==> config.mk <==
export PLATFORM = sky130hd
export DESIGN_NAME = cbt_transceiver
export DESIGN_NICKNAME = d
export VERILOG_FILES = /design/src/cbt_pkg.sv /design/src/cbt_edge_det.sv /design/src/cbt_transceiver.sv
export SDC_FILE = /design/constraint.sdc
export NUM_CORES = 1
export LEC_CHECK = 0
export ABC_AREA = 0
export BUFFER_PORTS_ARGS = -buffer_cell sky130_fd_sc_hd__buf_2
export CORE_UTILIZATION = 51
export CTS_BUF_LIST = sky130_fd_sc_hd__clkbuf_4
export DETAILED_ROUTE_END_ITERATION = 8
export GPL_TIMING_DRIVEN = 0
export PLACE_DENSITY = 0.82
export SLEW_MARGIN = 15
export SYNTH_ARGS = -nofsm -noshare
export SYNTH_HDL_FRONTEND = slang
export SYNTH_SLANG_ARGS = --single-unit
==> constraint.sdc <==
create_clock -name clk_in -period 1.8 [get_ports clk_in]
set_input_delay 0.09 -clock clk_in [delete_from_list [all_inputs] [get_ports clk_in]]
set_output_delay 0.09 -clock clk_in [all_outputs]
set_load 0.01 [all_outputs]
==> src/cbt_pkg.sv <==
// Shared constants and types for the CPU-side bus transceiver.
// Assumes a single 50 MHz system clock; all pins are sampled synchronously.
package cbt_pkg;
	// System clock period in nanoseconds.
	localparam int CBT_CLK_PERIOD_NS = 20;
	// Reset value of the two phase clocks.
	localparam logic CBT_PHASE_A_RESET = 1'h0;
	localparam logic CBT_PHASE_B_RESET = 1'h1;
	// Idle level of the serial data and clock lines.
	localparam logic CBT_LINE_IDLE = 1'h0;
	// Operating modes, one-hot coded.
	typedef enum logic [1:0] {
		CBT_MODE_RX = 2'h1,
		CBT_MODE_TX = 2'h2
	} cbt_mode_type;
endpackage

==> src/cbt_edge_det.sv <==
// Edge detector for one synchronous input level.
// Assumes the input is already synchronous to clk_in.
`timescale 1ns/10ps
module cbt_edge_det
	import cbt_pkg::*;
(
	// Clock and reset.
	input wire logic clk_in,
	input wire logic rst_n_in,
	// Level to watch.
	input wire logic level_in,
	// Edge pulses, one cycle each.
	output logic rise_out,
	output logic fall_out
);
	// Last seen level of the input.
	logic prev;

	// Keep the previous level so edges can be seen.
	always_ff @(posedge clk_in or negedge rst_n_in) begin
		if (!rst_n_in) begin
			prev <= 1'h0;
		end else begin
			prev <= level_in;
		end
	end

	// Edges are combinational from the stored level.
	assign rise_out = level_in & ~prev;
	assign fall_out = ~level_in & prev;
endmodule

==> src/cbt_transceiver.sv <==
// CPU-side transceiver between a serial host port and a differential bus.
// Assumes all inputs are synchronous to clk_in and the master timebase is far slower.
`timescale 1ns/10ps
module cbt_transceiver
	import cbt_pkg::*;
(
	// Clock and reset.
	input wire logic clk_in,
	input wire logic rst_n_in,
	// Mode, clear and master timebase.
	input wire logic dir_in,
	input wire logic clear_n_in,
	input wire logic master_timebase_in,
	output logic dir_n_out,
	// Phase clocks and forwarded timebase.
	output logic phase_a_out,
	output logic phase_b_out,
	output logic bus_timebase_pair_p_out,
	output logic bus_timebase_pair_n_out,
	// Host-side serial pins.
	input wire logic host_serial_line_a_in,
	output logic host_serial_line_a_out,
	input wire logic host_serial_line_b_in,
	output logic host_serial_line_b_out,
	input wire logic host_sync_clk_in,
	output logic host_sync_clk_out,
	output logic host_oe_out,
	// Bus-side differential pairs.
	input wire logic bus_line_a_pair_p_in,
	input wire logic bus_line_a_pair_n_in,
	output logic bus_line_a_pair_p_out,
	output logic bus_line_a_pair_n_out,
	input wire logic bus_line_b_pair_p_in,
	input wire logic bus_line_b_pair_n_in,
	output logic bus_line_b_pair_p_out,
	output logic bus_line_b_pair_n_out,
	input wire logic bus_sync_pair_p_in,
	input wire logic bus_sync_pair_n_in,
	output logic bus_sync_pair_p_out,
	output logic bus_sync_pair_n_out,
	output logic bus_oe_out
);
	// Whole state of the block.
	typedef struct packed {
		cbt_mode_type mode;
		logic dir_n;
		logic phase_a;
		logic phase_b;
		logic timebase;
		logic line_a;
		logic line_b;
		logic rx_strobe_enable_ff;
		logic reg_rst;
		logic tx_gate;
		logic sync_lvl;
		logic host_clk;
		logic host_oe;
		logic bus_oe;
		// Complement legs of the differential outputs, each held in its own flop.
		logic timebase_n;
		logic line_a_n;
		logic line_b_n;
		logic sync_n;
	} cbt_state_type;

	cbt_state_type st;
	cbt_state_type next_st;
	// Master timebase edges.
	logic mt_rise;
	logic mt_fall;
	// Received bus clock edges.
	logic bs_rise;
	logic bs_fall;
	logic bs_edge;
	// The n leg is unused in logic: the p leg alone carries the level here.
	logic rx_sync_lvl;

	assign rx_sync_lvl = bus_sync_pair_p_in;
	assign bs_edge = bs_rise | bs_fall;

	// Master timebase edge finder.
	cbt_edge_det u_mt_edge (
		.clk_in(clk_in),
		.rst_n_in(rst_n_in),
		.level_in(master_timebase_in),
		.rise_out(mt_rise),
		.fall_out(mt_fall)
	);

	// Received bus clock edge finder.
	cbt_edge_det u_bs_edge (
		.clk_in(clk_in),
		.rst_n_in(rst_n_in),
		.level_in(rx_sync_lvl),
		.rise_out(bs_rise),
		.fall_out(bs_fall)
	);

	// Next-state logic for the whole transceiver.
	always_comb begin
		next_st = st;
		next_st.dir_n = ~dir_in;
		next_st.timebase = master_timebase_in;
		// Phase clocks divide the master timebase by two.
		if (mt_rise) begin
			next_st.phase_a = ~st.phase_a;
			next_st.phase_b = st.phase_a;
		end
		// Mode selection; leaving transmit needs no clock edge.
		case (st.mode)
			CBT_MODE_RX: begin
				if (!dir_in && mt_rise) begin
					next_st.mode = CBT_MODE_TX;
				end
			end
			CBT_MODE_TX: begin
				if (dir_in) begin
					next_st.mode = CBT_MODE_RX;
				end
			end
			default: begin
				next_st.mode = CBT_MODE_RX;
			end
		endcase
		if (st.mode == CBT_MODE_RX) begin
			next_st.tx_gate = 1'h0;
			// Every bus clock transition samples data and flips the strobe flop.
			if (bs_edge) begin
				next_st.line_a = bus_line_a_pair_p_in;
				next_st.line_b = bus_line_b_pair_p_in;
				next_st.rx_strobe_enable_ff = ~st.rx_strobe_enable_ff;
			end else if (st.reg_rst && mt_rise) begin
				// The strobe stayed odd from a master fall to the next master rise, so it was spurious.
				next_st.rx_strobe_enable_ff = 1'h0;
			end
			// The arming flop is held clear while the strobe flop is clear.
			if (!st.rx_strobe_enable_ff) begin
				next_st.reg_rst = 1'h0;
			end else if (mt_fall) begin
				next_st.reg_rst = 1'h1;
			end
			if (bs_edge || (st.reg_rst && mt_rise)) begin
				next_st.reg_rst = 1'h0;
			end
		end else begin
			next_st.rx_strobe_enable_ff = 1'h0;
			next_st.reg_rst = 1'h0;
			// Data taken on master rises; the gate opens while host clock is low.
			if (mt_rise) begin
				next_st.line_a = host_serial_line_a_in;
				next_st.line_b = host_serial_line_b_in;
				next_st.tx_gate = ~host_sync_clk_in;
			end
			// Bus clock moves on both master edges, mid bit for the far end.
			if (st.tx_gate && (mt_rise || mt_fall)) begin
				next_st.sync_lvl = ~st.sync_lvl;
			end
		end
		// Clear wipes every flop of the transfer path.
		if (!clear_n_in) begin
			next_st.line_a = CBT_LINE_IDLE;
			next_st.line_b = CBT_LINE_IDLE;
			next_st.rx_strobe_enable_ff = 1'h0;
			next_st.reg_rst = 1'h0;
			next_st.tx_gate = 1'h0;
			next_st.sync_lvl = CBT_LINE_IDLE;
			next_st.phase_a = CBT_PHASE_A_RESET;
			next_st.phase_b = CBT_PHASE_B_RESET;
			next_st.mode = dir_in ? CBT_MODE_RX : st.mode;
		end
		// Host clock is the inverted strobe flop; clear in receive holds it low.
		next_st.host_clk = ~next_st.rx_strobe_enable_ff;
		if (!clear_n_in) begin
			next_st.host_clk = 1'h0;
		end
		// Complement legs get flops of their own so no output passes through a gate.
		next_st.timebase_n = ~next_st.timebase;
		next_st.line_a_n = ~next_st.line_a;
		next_st.line_b_n = ~next_st.line_b;
		next_st.sync_n = ~next_st.sync_lvl;
		next_st.host_oe = (next_st.mode == CBT_MODE_RX) && dir_in;
		next_st.bus_oe = (next_st.mode == CBT_MODE_TX);
	end

	// Single state register.
	always_ff @(posedge clk_in or negedge rst_n_in) begin
		if (!rst_n_in) begin
			st <= '{mode: CBT_MODE_RX, dir_n: 1'h0, phase_a: CBT_PHASE_A_RESET,
				phase_b: CBT_PHASE_B_RESET, host_clk: 1'h1, timebase_n: 1'h1, line_a_n: 1'h1,
				line_b_n: 1'h1, sync_n: 1'h1, default: 1'h0};
		end else begin
			st <= next_st;
		end
	end

	// All outputs come straight from the state flops.
	assign dir_n_out = st.dir_n;
	assign phase_a_out = st.phase_a;
	assign phase_b_out = st.phase_b;
	assign bus_timebase_pair_p_out = st.timebase;
	assign bus_timebase_pair_n_out = st.timebase_n;
	assign host_serial_line_a_out = st.line_a;
	assign host_serial_line_b_out = st.line_b;
	assign host_sync_clk_out = st.host_clk;
	assign host_oe_out = st.host_oe;
	assign bus_line_a_pair_p_out = st.line_a;
	assign bus_line_a_pair_n_out = st.line_a_n;
	assign bus_line_b_pair_p_out = st.line_b;
	assign bus_line_b_pair_n_out = st.line_b_n;
	assign bus_sync_pair_p_out = st.sync_lvl;
	assign bus_sync_pair_n_out = st.sync_n;
	assign bus_oe_out = st.bus_oe;
endmodule

-- Yosys cells after proc, flatten, opt, wreduce, memory -nomap -nowiden
Index checks and enable logic that the tools add are counted.
- mux-type cells: 19
- equal/unequal tests: 7
- shift operators: 0
- divide/modulo/power cells: 0
- multiply operators: 0
- reduce and logical (&&, ||, !) cells: 7
- order comparisons: 0
- add/subtract/negate cells: 0
- bitwise operators: 18
- operators by type and width (kind ; count):
    $mux W2 ; 7
    $not A1 Y1 ; 13
    $mux W1 ; 9
    $mux W6 ; 1
    $mux W5 ; 1
    $ne A5 B4 Y1 const B ; 1
    $and A1 B1 Y1 ; 4
    $eq A2 B1 Y1 const B ; 2
    $eq A2 B2 Y1 const B ; 2
    $logic_and A1 B1 Y1 ; 4
    $pmux W2 S2 ; 1
    $ne A3 B1 Y1 const B ; 1
    $logic_or A1 B1 Y1 ; 2
    $ne A2 B1 Y1 const B ; 1
    $logic_not A1 Y1 ; 1
    $or A1 B1 Y1 ; 1
- flip-flop bits (word level): 20
- memory bits (read-only): 0
- latch bits: 0
- input bits: 14
- RAM bits: 0
- memories kept: 0

-- Depth between registers and ports, before layout
Gate-level depths: netlist (run 1).
- depth after elaboration: 9
- gate-level depth with buffers: 6

-- Modules after synthesis
From an unflattened synthesis (run 1), not the netlist that was laid out.
- cell total of the unflattened synthesis: 87
- area, all modules: 1003.5 sq um
- by module, submodules not included (module ; times used ; area each (sq um) ; cells each):
    cbt_transceiver ; 1 ; 923.4 ; 81
    cbt_edge_det ; 2 ; 40.0 ; 3

-- Least setup slack after synthesis (run 1)
OpenSTA, ideal clock, no wires.
- kind: register -> register
- start point: register u_mt_edge.prev
- end point: register st, in the netlist host_oe_out
- path buffers: 1
- slack: 0.436 ns
- stages on the path, launching flop included: 7
- data required time: 1.735 ns
- arrival time: 1.299 ns
- period minus slack after synthesis: 1.364 ns
- cell sequence: dfrtp_1 > inv_1 > ha_1 > buf_4 > and2b_4 > a31oi_2 > o211a_1
- RTL lines (element ; line ; text):
    start: declaration ; cbt_edge_det.sv:17 ; logic prev;
    start signal: assignment ; cbt_edge_det.sv:24 ; prev <= level_in;
    end signal: assignment ; cbt_transceiver.sv:188 ; st <= '{mode: CBT_MODE_RX, dir_n: 1'h0, phase_a: CBT_PHASE_A_RESET,
    end signal: assignment ; cbt_transceiver.sv:192 ; st <= next_st;
    end: declaration ; cbt_transceiver.sv:66 ; cbt_state_type st;

==> impl_metrics.toml, run 1 <==
[outcome]
status = "completed"

[clock_tree]
cts_setup_buffers = 0
clockBufferDepth = 2
clk_latency_ns = 0.31
cts_hold_buf = 4
clock-sinks = 20
path_clk_slew_ns = 0.11
cts_tree = "built"
post_cts_resized = 0
clockRootBuffer = "clkbuf_4"
cts_buffers = 3
cts-htree-levels = 1

[sta]
fmaxAchievable_ghz = 0.678
finalCritPeriodShare = 0.820
fin_skew_ns = 0.00837
hold_viol = 0
setup_viol = 0
max_slew_margin = 0.711
finalCriticalPeriod_ns = 1.48
rsz0062_at_grt = "false"
slew_viol_final = 0
worst_pin_slew_ns = 0.434
fin_tns_setup_ns = 0
layout_setup_ws_ns = 0.324

[layout]
antenna_cells = 0
drive_gt1_frac = 0.421
final_cells = 139
fin_nets = 133
fin_util = 0.675
largest_reg_flops = 5
top_register = "st"
design_area_um2 = 1180
nFillCells = 142
area_growth_syn_to_layout_pct = 23.9

[floorplanning]
initial_core_util = 0.545
io_pins = 30
die_h_um = 45.2
fp.coreArea_um2 = 1750
dieArea_um2 = 2040
rows = 15
die_w_um = 45.2

[logic_synthesis]
synth-async-reset-ratio = 1.00
seq_area_frac_synth = 0.536
syn_inst = 80
synth_top_area_cell = "dfrtp_1"
avgSynthCellArea_um2 = 11.9
synth.area.top_cells = "dfrtp_1 34%, dfstp_2 19%, ha_1 5.3%"
syn_nets = 98
yosys.area.top_type_share = 0.342
synth_most_common_cell = "dfrtp_1"
synth-main-ff-cell = "dfrtp_1"
syn_area_um2 = 951
synth_edf_count = 0
synthesis.yosys.warnings = 0
synth_cell_type_count = 33
yosys-top-cells-count = "13 x dfrtp_1, 7 x dfstp_2, 7 x inv_1, 6 x nand2_1"
ys_ff_latch = 20

[critical_path]
r2r_setup_slack_ns = 0.32
critical_path_required_ns = 2.05
critPathMaxFanout = 9
cp.arrival_ns = 1.73
reg2regPathDepth = 4
worstSetupPathType = "reg -> reg"
endpoint_kind = "register"
cp-start-kind = "register"
worstReg2RegStart = "st[17]"
r2r-end = "host_sync_clk_out"

[worst_hold_path]
min_to = "bus_line_b_pair_n_out"
holdCritPathClass = "in -> reg"
hold_start = "bus_line_b_pair_p_in"
holdPathStages = 3

[global_route]
grt_pass1_vias = 637
grt_max_degree = 21
antenna_found_initial = 0
grt_pass1_wl_mm = 2.64
grt_usage = 0.190
overflow = 0

[placement]
post-place-ws_ns = 0.352
port_buffers = 26
place.gp.congestion = 0.798
placed_cells = 131
placed_area_um2 = 1110
dpl.hpwl_mm = 1.16

[routing]
wire_per_inst_um = 12.0
vias = 659
drc_errors = 0
drtPass1Iterations = 2
first_iter_violations = 6
viasPerCell = 4.74
routed_wl_mm = 1.66
antenna_violating_nets_post_route = 0

[flow_run]
max_cap_viol_count = 0

[pwr]
p_per_area_nw_per_um2 = 1000
ir_worst_vdd_uv = 502
power.leakage_nw = 0.590
## power breakdown
part / switching (mW) / total [mW] / internal [mW]
sequential: 0.0409 / 0.580 / 0.539
combinational: 0.205 / 0.386 / 0.181
clock: 0.137 / 0.218 / 0.0811
total: 0.383 / 1.18 / 0.801
## layer usage
layer / track usage / vias to the layer above / routed length, µm
met4: 0.133 / 0 / 44
met3: 0.0360 / 4 / 65
li1: - / 336 / -
met2: 0.287 / 20 / 772
met5: 0 / - / 0
met1: 0.245 / 299 / 780
## through the flow
step	hold slack, ns	power [mW]
4_1_cts	0.0404	1.19
3_5_place_dp	0.0563	0.966
6_report	0.0390	1.18
3_3_place_gp	0.0509	0.952
5_1_grt	0.0438	1.26
2_1_floorplan	-0.206	0.844
## critical path, stage by stage (launching register included)
cell and delay, ns:
dfstp_2 0.57, ha_1 0.25, inv_1 0.17, o31a_1 0.33, o21a_1 0.10
## layout make-up
cell class / count / area, µm² / area share
Sequential cell: 20 / 509 / 0.432
Multi-Input combinational cell: 49 / 388 / 0.329
Timing Repair Buffer: 30 / 170 / 0.144
Tap cell: 25 / 31.3 / 0.0265
Buffer: 4 / 27.5 / 0.0234
Inverter: 7 / 26.3 / 0.0223
Clock buffer: 3 / 22.5 / 0.0191
Clock inverter: 1 / 3.75 / 0.00318
## logic make-up (layout without fill, tap and decap cells)
| logic type | after synthesis | after routing | synth area share |
|---|---|---|---|
| simple gates | 20 | 20 | 0.116 |
| compound gates | 16 | 16 | 0.130 |
| buf+inv | 11 | 45 | 0.0566 |
| mux | 6 | 6 | 0.0737 |
| flops | 20 | 20 | 0.536 |
| fa+ha+maj | 4 | 4 | 0.0526 |
| xor+xnor | 3 | 3 | 0.0355 |
## cell usage in the layout (no fill, tap or decap)
| cell | Yosys | final |
|---|---|---|
| o31a_1 | 1 | 1 |
| clkbuf_4 | 0 | 3 |
| buf_2 | 1 | 27 |
| o21a_1 | 3 | 3 |
| nor2b_1 | 2 | 2 |
| nor3_1 | 1 | 1 |
| o221ai_2 | 1 | 1 |
| a21boi_0 | 2 | 2 |
| o21ai_0 | 1 | 1 |
| a31oi_2 | 1 | 1 |
| clkinv_1 | 0 | 1 |
| dfrtp_1 | 13 | 13 |
| nor3b_1 | 1 | 1 |
| nand3_1 | 1 | 1 |
| mux2i_1 | 4 | 4 |
| o211a_1 | 1 | 1 |
| or2_2 | 2 | 2 |
| dlygate4sd3_1 | 0 | 4 |
| dfstp_2 | 7 | 7 |
| ha_1 | 4 | 4 |
| nand2_1 | 6 | 6 |
| xor2_1 | 1 | 1 |
| a21o_1 | 1 | 1 |
| and2_1 | 1 | 1 |
| nand2b_1 | 3 | 3 |
| xnor2_1 | 1 | 1 |
| nor2_1 | 1 | 1 |
| xnor2_2 | 1 | 1 |
| and2b_4 | 1 | 1 |
| a211oi_1 | 1 | 1 |
| inv_1 | 7 | 7 |
| mux2_4 | 2 | 2 |
| o21ai_1 | 2 | 2 |
| a21oi_1 | 2 | 2 |
| buf_4 | 3 | 3 |
| and3_1 | 1 | 1 |
## worst max path at each step
stage                                       end  slack [ns]           start  depth (start not counted)
final                         host_sync_clk_out        0.32          st[17]                          4
after global routing      bus_line_b_pair_p_out        0.21          st[17]                          4
after CTS                     host_sync_clk_out        0.33          st[17]                          4
after detailed placement      host_sync_clk_out        0.35          st[17]                          4
after global placement        host_sync_clk_out        0.36          st[17]                          4
after floorplan                     host_oe_out        0.44  u_mt_edge.prev                          6
Power figures use the tool's default switching activity.
==> run 2, diff against run 1 <==
--- a/config.mk
+++ b/config.mk
@@ -5,13 +5,13 @@
 export SDC_FILE = /design/constraint.sdc
 export NUM_CORES = 1
 export LEC_CHECK = 0
-export ABC_AREA = 0
+export ABC_AREA = 1
 export BUFFER_PORTS_ARGS = -buffer_cell sky130_fd_sc_hd__buf_2
-export CORE_UTILIZATION = 51
+export CORE_UTILIZATION = 46
 export CTS_BUF_LIST = sky130_fd_sc_hd__clkbuf_4
 export DETAILED_ROUTE_END_ITERATION = 8
 export GPL_TIMING_DRIVEN = 0
-export PLACE_DENSITY = 0.82
+export PLACE_DENSITY = 0.78
 export SLEW_MARGIN = 15
 export SYNTH_ARGS = -nofsm -noshare
 export SYNTH_HDL_FRONTEND = slang
==> constraint.sdc (replaced) <==
create_clock -name clk_in -period 1.2 [get_ports clk_in]
set_input_delay 0.06 -clock clk_in [delete_from_list [all_inputs] [get_ports clk_in]]
set_output_delay 0.06 -clock clk_in [all_outputs]
set_load 0.01 [all_outputs]
==> run 2 against run 1 <==
Against the previous run:
- the flow now finishes with violations (setup timing)
- routed wire length increased by 22%
- design area increased by 15%
- worst hold slack improved by 0.0077 ns
- flip-flop and latch count unchanged
- register-to-register slack got worse by 0.43 ns
- largest power group is now combinational cells
- via count increased by 21%
- fmax increased by 13%
- highest routed layer unchanged
- area after synthesis decreased by 3.2%
- setup slack got worse by 0.43 ns
- synthesized cell count increased by 28%
==> impl_metrics.toml, run 2 <==
[sta]
finalCriticalPeriod_ns = 1.30
slew_viol_final = 0
setup_viol = 7
fin_tns_setup_ns = -0.330
rsz0062_at_grt = "true"
max_slew_margin = 0.706
fmaxAchievable_ghz = 0.769
whs_ns = 0.0467
finalCritPeriodShare = 1.08
hold_viol = 0
fin_skew_ns = 0.00620
worst_pin_slew_ns = 0.441
layout_setup_ws_ns = -0.101

[critical_path]
crit_chain = "inv_2 -> ha_4 -> nand2_4 -> nand3_4 -> inv_2 -> nand2_2 -> nor2_2"
reg2regPathDepth = 7
critPathMaxFanout = 3
slowest_delay_ns = 0.59
worstSetupPathType = "reg -> reg"
cp_num_buf_inv = 2
endpoint_kind = "register"
cp-start-kind = "register"
crit_top_cell = "inv_2"
critical_path_required_ns = 1.41
slowest_stage = "dfstp_2"
cp.arrival_ns = 1.51
cp.depth = 7
cp_top_family = "flip-flops"

[routing]
first_iter_violations = 13
viasPerCell = 4.76
routed_wl_mm = 2.03
antenna_violating_nets_post_route = 0
drc_errors = 0
wire_per_inst_um = 12.1
vias = 799
drtPass1Iterations = 4

[logic_synthesis]
yosys.area.top_type_share = 0.353
avgSynthCellArea_um2 = 9.03
syn_nets = 120
syn_inst = 102
synth_top_area_cell = "dfrtp_1"
synth_top_family_by_area = "simple AND/OR/NAND/NOR gates"
synth-async-reset-ratio = 1.00
synth_most_common_cell = "nand2_1"
yosys.area_share.simple = 0.219
synth_xor_area_frac = 0
synth_edf_count = 0
synth_fa_ha_area_frac = 0.0543
synth-compound-area-share = 0.0707
seq_area_frac_synth = 0.553
yosys-top-cells-count = "21 x nand2_1, 17 x inv_1, 13 x dfrtp_1, 8 x nor2_1"
synth_cell_type_count = 20
syn_area_um2 = 921
synthesis.yosys.warnings = 0
ys_ff_latch = 20
synth.area.top_cells = "dfrtp_1 35%, dfstp_2 20%, nand2_1 8.6%"
synth-main-ff-cell = "dfrtp_1"
synthMuxAreaShare = 0

[placement]
dpl.hpwl_mm = 1.26
place.gp.congestion = 0.817
port_buffers = 25
post-place-ws_ns = -0.0900

[layout]
largest_reg_flops = 5
top_register = "st"
fin_nets = 162
antenna_cells = 0
drive_gt1_frac = 0.531
area_growth_syn_to_layout_pct = 46.7
layout_common_cells = "25 x buf_2, 14 x nand2_1, 13 x dfrtp_1"
layout_commonest_cell = "buf_2"

[clock_tree]
path_clk_slew_ns = 0.11
clockRootBuffer = "clkbuf_4"
cts-htree-levels = 1
cts_tree = "built"
clockBufferDepth = 2
clk_latency_ns = 0.30
cts_buffers = 3
clock-sinks = 20

[worst_hold_path]
holdCritPathClass = "in -> reg"
holdPathStages = 4

[global_route]
antenna_found_initial = 0
grt_max_degree = 21
grt_usage = 0.199
overflow = 0
grt_pass1_vias = 704
grt_pass1_wl_mm = 2.99

[floorplanning]
initial_core_util = 0.511
die_h_um = 46.7
rows = 15
io_pins = 30
fp.coreArea_um2 = 1800
dieArea_um2 = 2180
die_w_um = 46.7

[outcome]
violations = "setup timing"
status = "finished, violations left"

[pwr]
ir_worst_vdd_uv = 957
power.leakage_nw = 0.706
p_per_area_nw_per_um2 = 1650

[flow_run]
max_cap_viol_count = 0
run 2: cell count changes after synthesis, sizes merged, moves of 3 or more:
cell    delta
nor2       +9
o21ai      +3
mux2i      -4
nand2b     -3
inv       +11
nand3      +8
nand2     +17
run 2: kinds of logic after synthesis:
family | after synthesis
AND/OR/NAND/NOR | 44
adder cells (fa/ha/maj) | 4
flip-flops | 20
AO/OA/AOI/OAI | 12
buffers and inverters | 22
run 2: per-layer routing:
| layer | vias up | global-route usage | wire length, µm |
|---|---|---|---|
| li1 | 400 | - | - |
| met1 | 367 | 0.277 | 921 |
| met2 | 27 | 0.303 | 961 |
| met3 | 5 | 0.0385 | 115 |
| met4 | 0 | 0.0914 | 32 |
| met5 | - | 0 | 0 |
run 2: layout make-up:
| cell class | count | area [µm²] |
|---|---|---|
| Tap cell | 25 | 31.3 |
| Clock inverter | 1 | 3.75 |
| Buffer | 3 | 22.5 |
| Multi-Input combinational cell | 60 | 447 |
| Timing Repair Buffer | 38 | 245 |
| Clock buffer | 3 | 22.5 |
| Fill cell | 138 | 450 |
| Sequential cell | 20 | 509 |
| Inverter | 18 | 70.1 |
run 2: where the power goes:
part | internal, mW | switching (mW)
clock network | 0.121 | 0.197
logic | 0.450 | 0.544
registers | 0.839 | 0.0817
total | 1.41 | 0.823
run 2: stage by stage:
stage | total power, mW | util | cells | instance area (µm²)
4_1_cts | 2.18 | 0.728 | 169 | 1310
3_5_place_dp | 1.69 | 0.619 | 152 | 1110
6_report | 2.23 | 0.750 | 168 | 1350
5_1_grt | 2.38 | 0.750 | 168 | 1350
3_3_place_gp | 1.65 | 0.619 | 152 | 1110
2_1_floorplan | 1.45 | - | 102 | 958
run 2: path summary, 6_finish.rpt:
| kind | endpoint | start | slack (ns) |
|---|---|---|---|
| worst max register to register | bus_oe_out | st[17] | -0.10 |
| worst min register to register | phase_b_out | phase_b_out | 0.48 |
| min in group asynchronous | st[8] | rst_n_in | 0.22 |
| worst max-delay path | bus_oe_out | st[17] | -0.10 |
| max in group asynchronous | bus_sync_pair_n_out | rst_n_in | 0.64 |
| worst min-delay path | bus_line_a_pair_n_out | bus_line_a_pair_p_in | 0.05 |
run 2: timing repair:
item / 4_1_cts / 5_1_grt
pin swaps: 11 / 5
gates resized for setup: 18 / 13
endpoints found under the hold margin: 19 / 0
setup buffers: 7 / 0
endpoints found under the setup margin: 8 / 15
hold buffers: 6 / 0
run 2: worst register-to-register path: stages, from the launching register on:
cell,delay [ns]
dfstp_2,0.59
inv_2,0.06
ha_4,0.27
nand2_4,0.06
nand3_4,0.09
inv_2,0.05
nand2_2,0.06
nor2_2,0.03
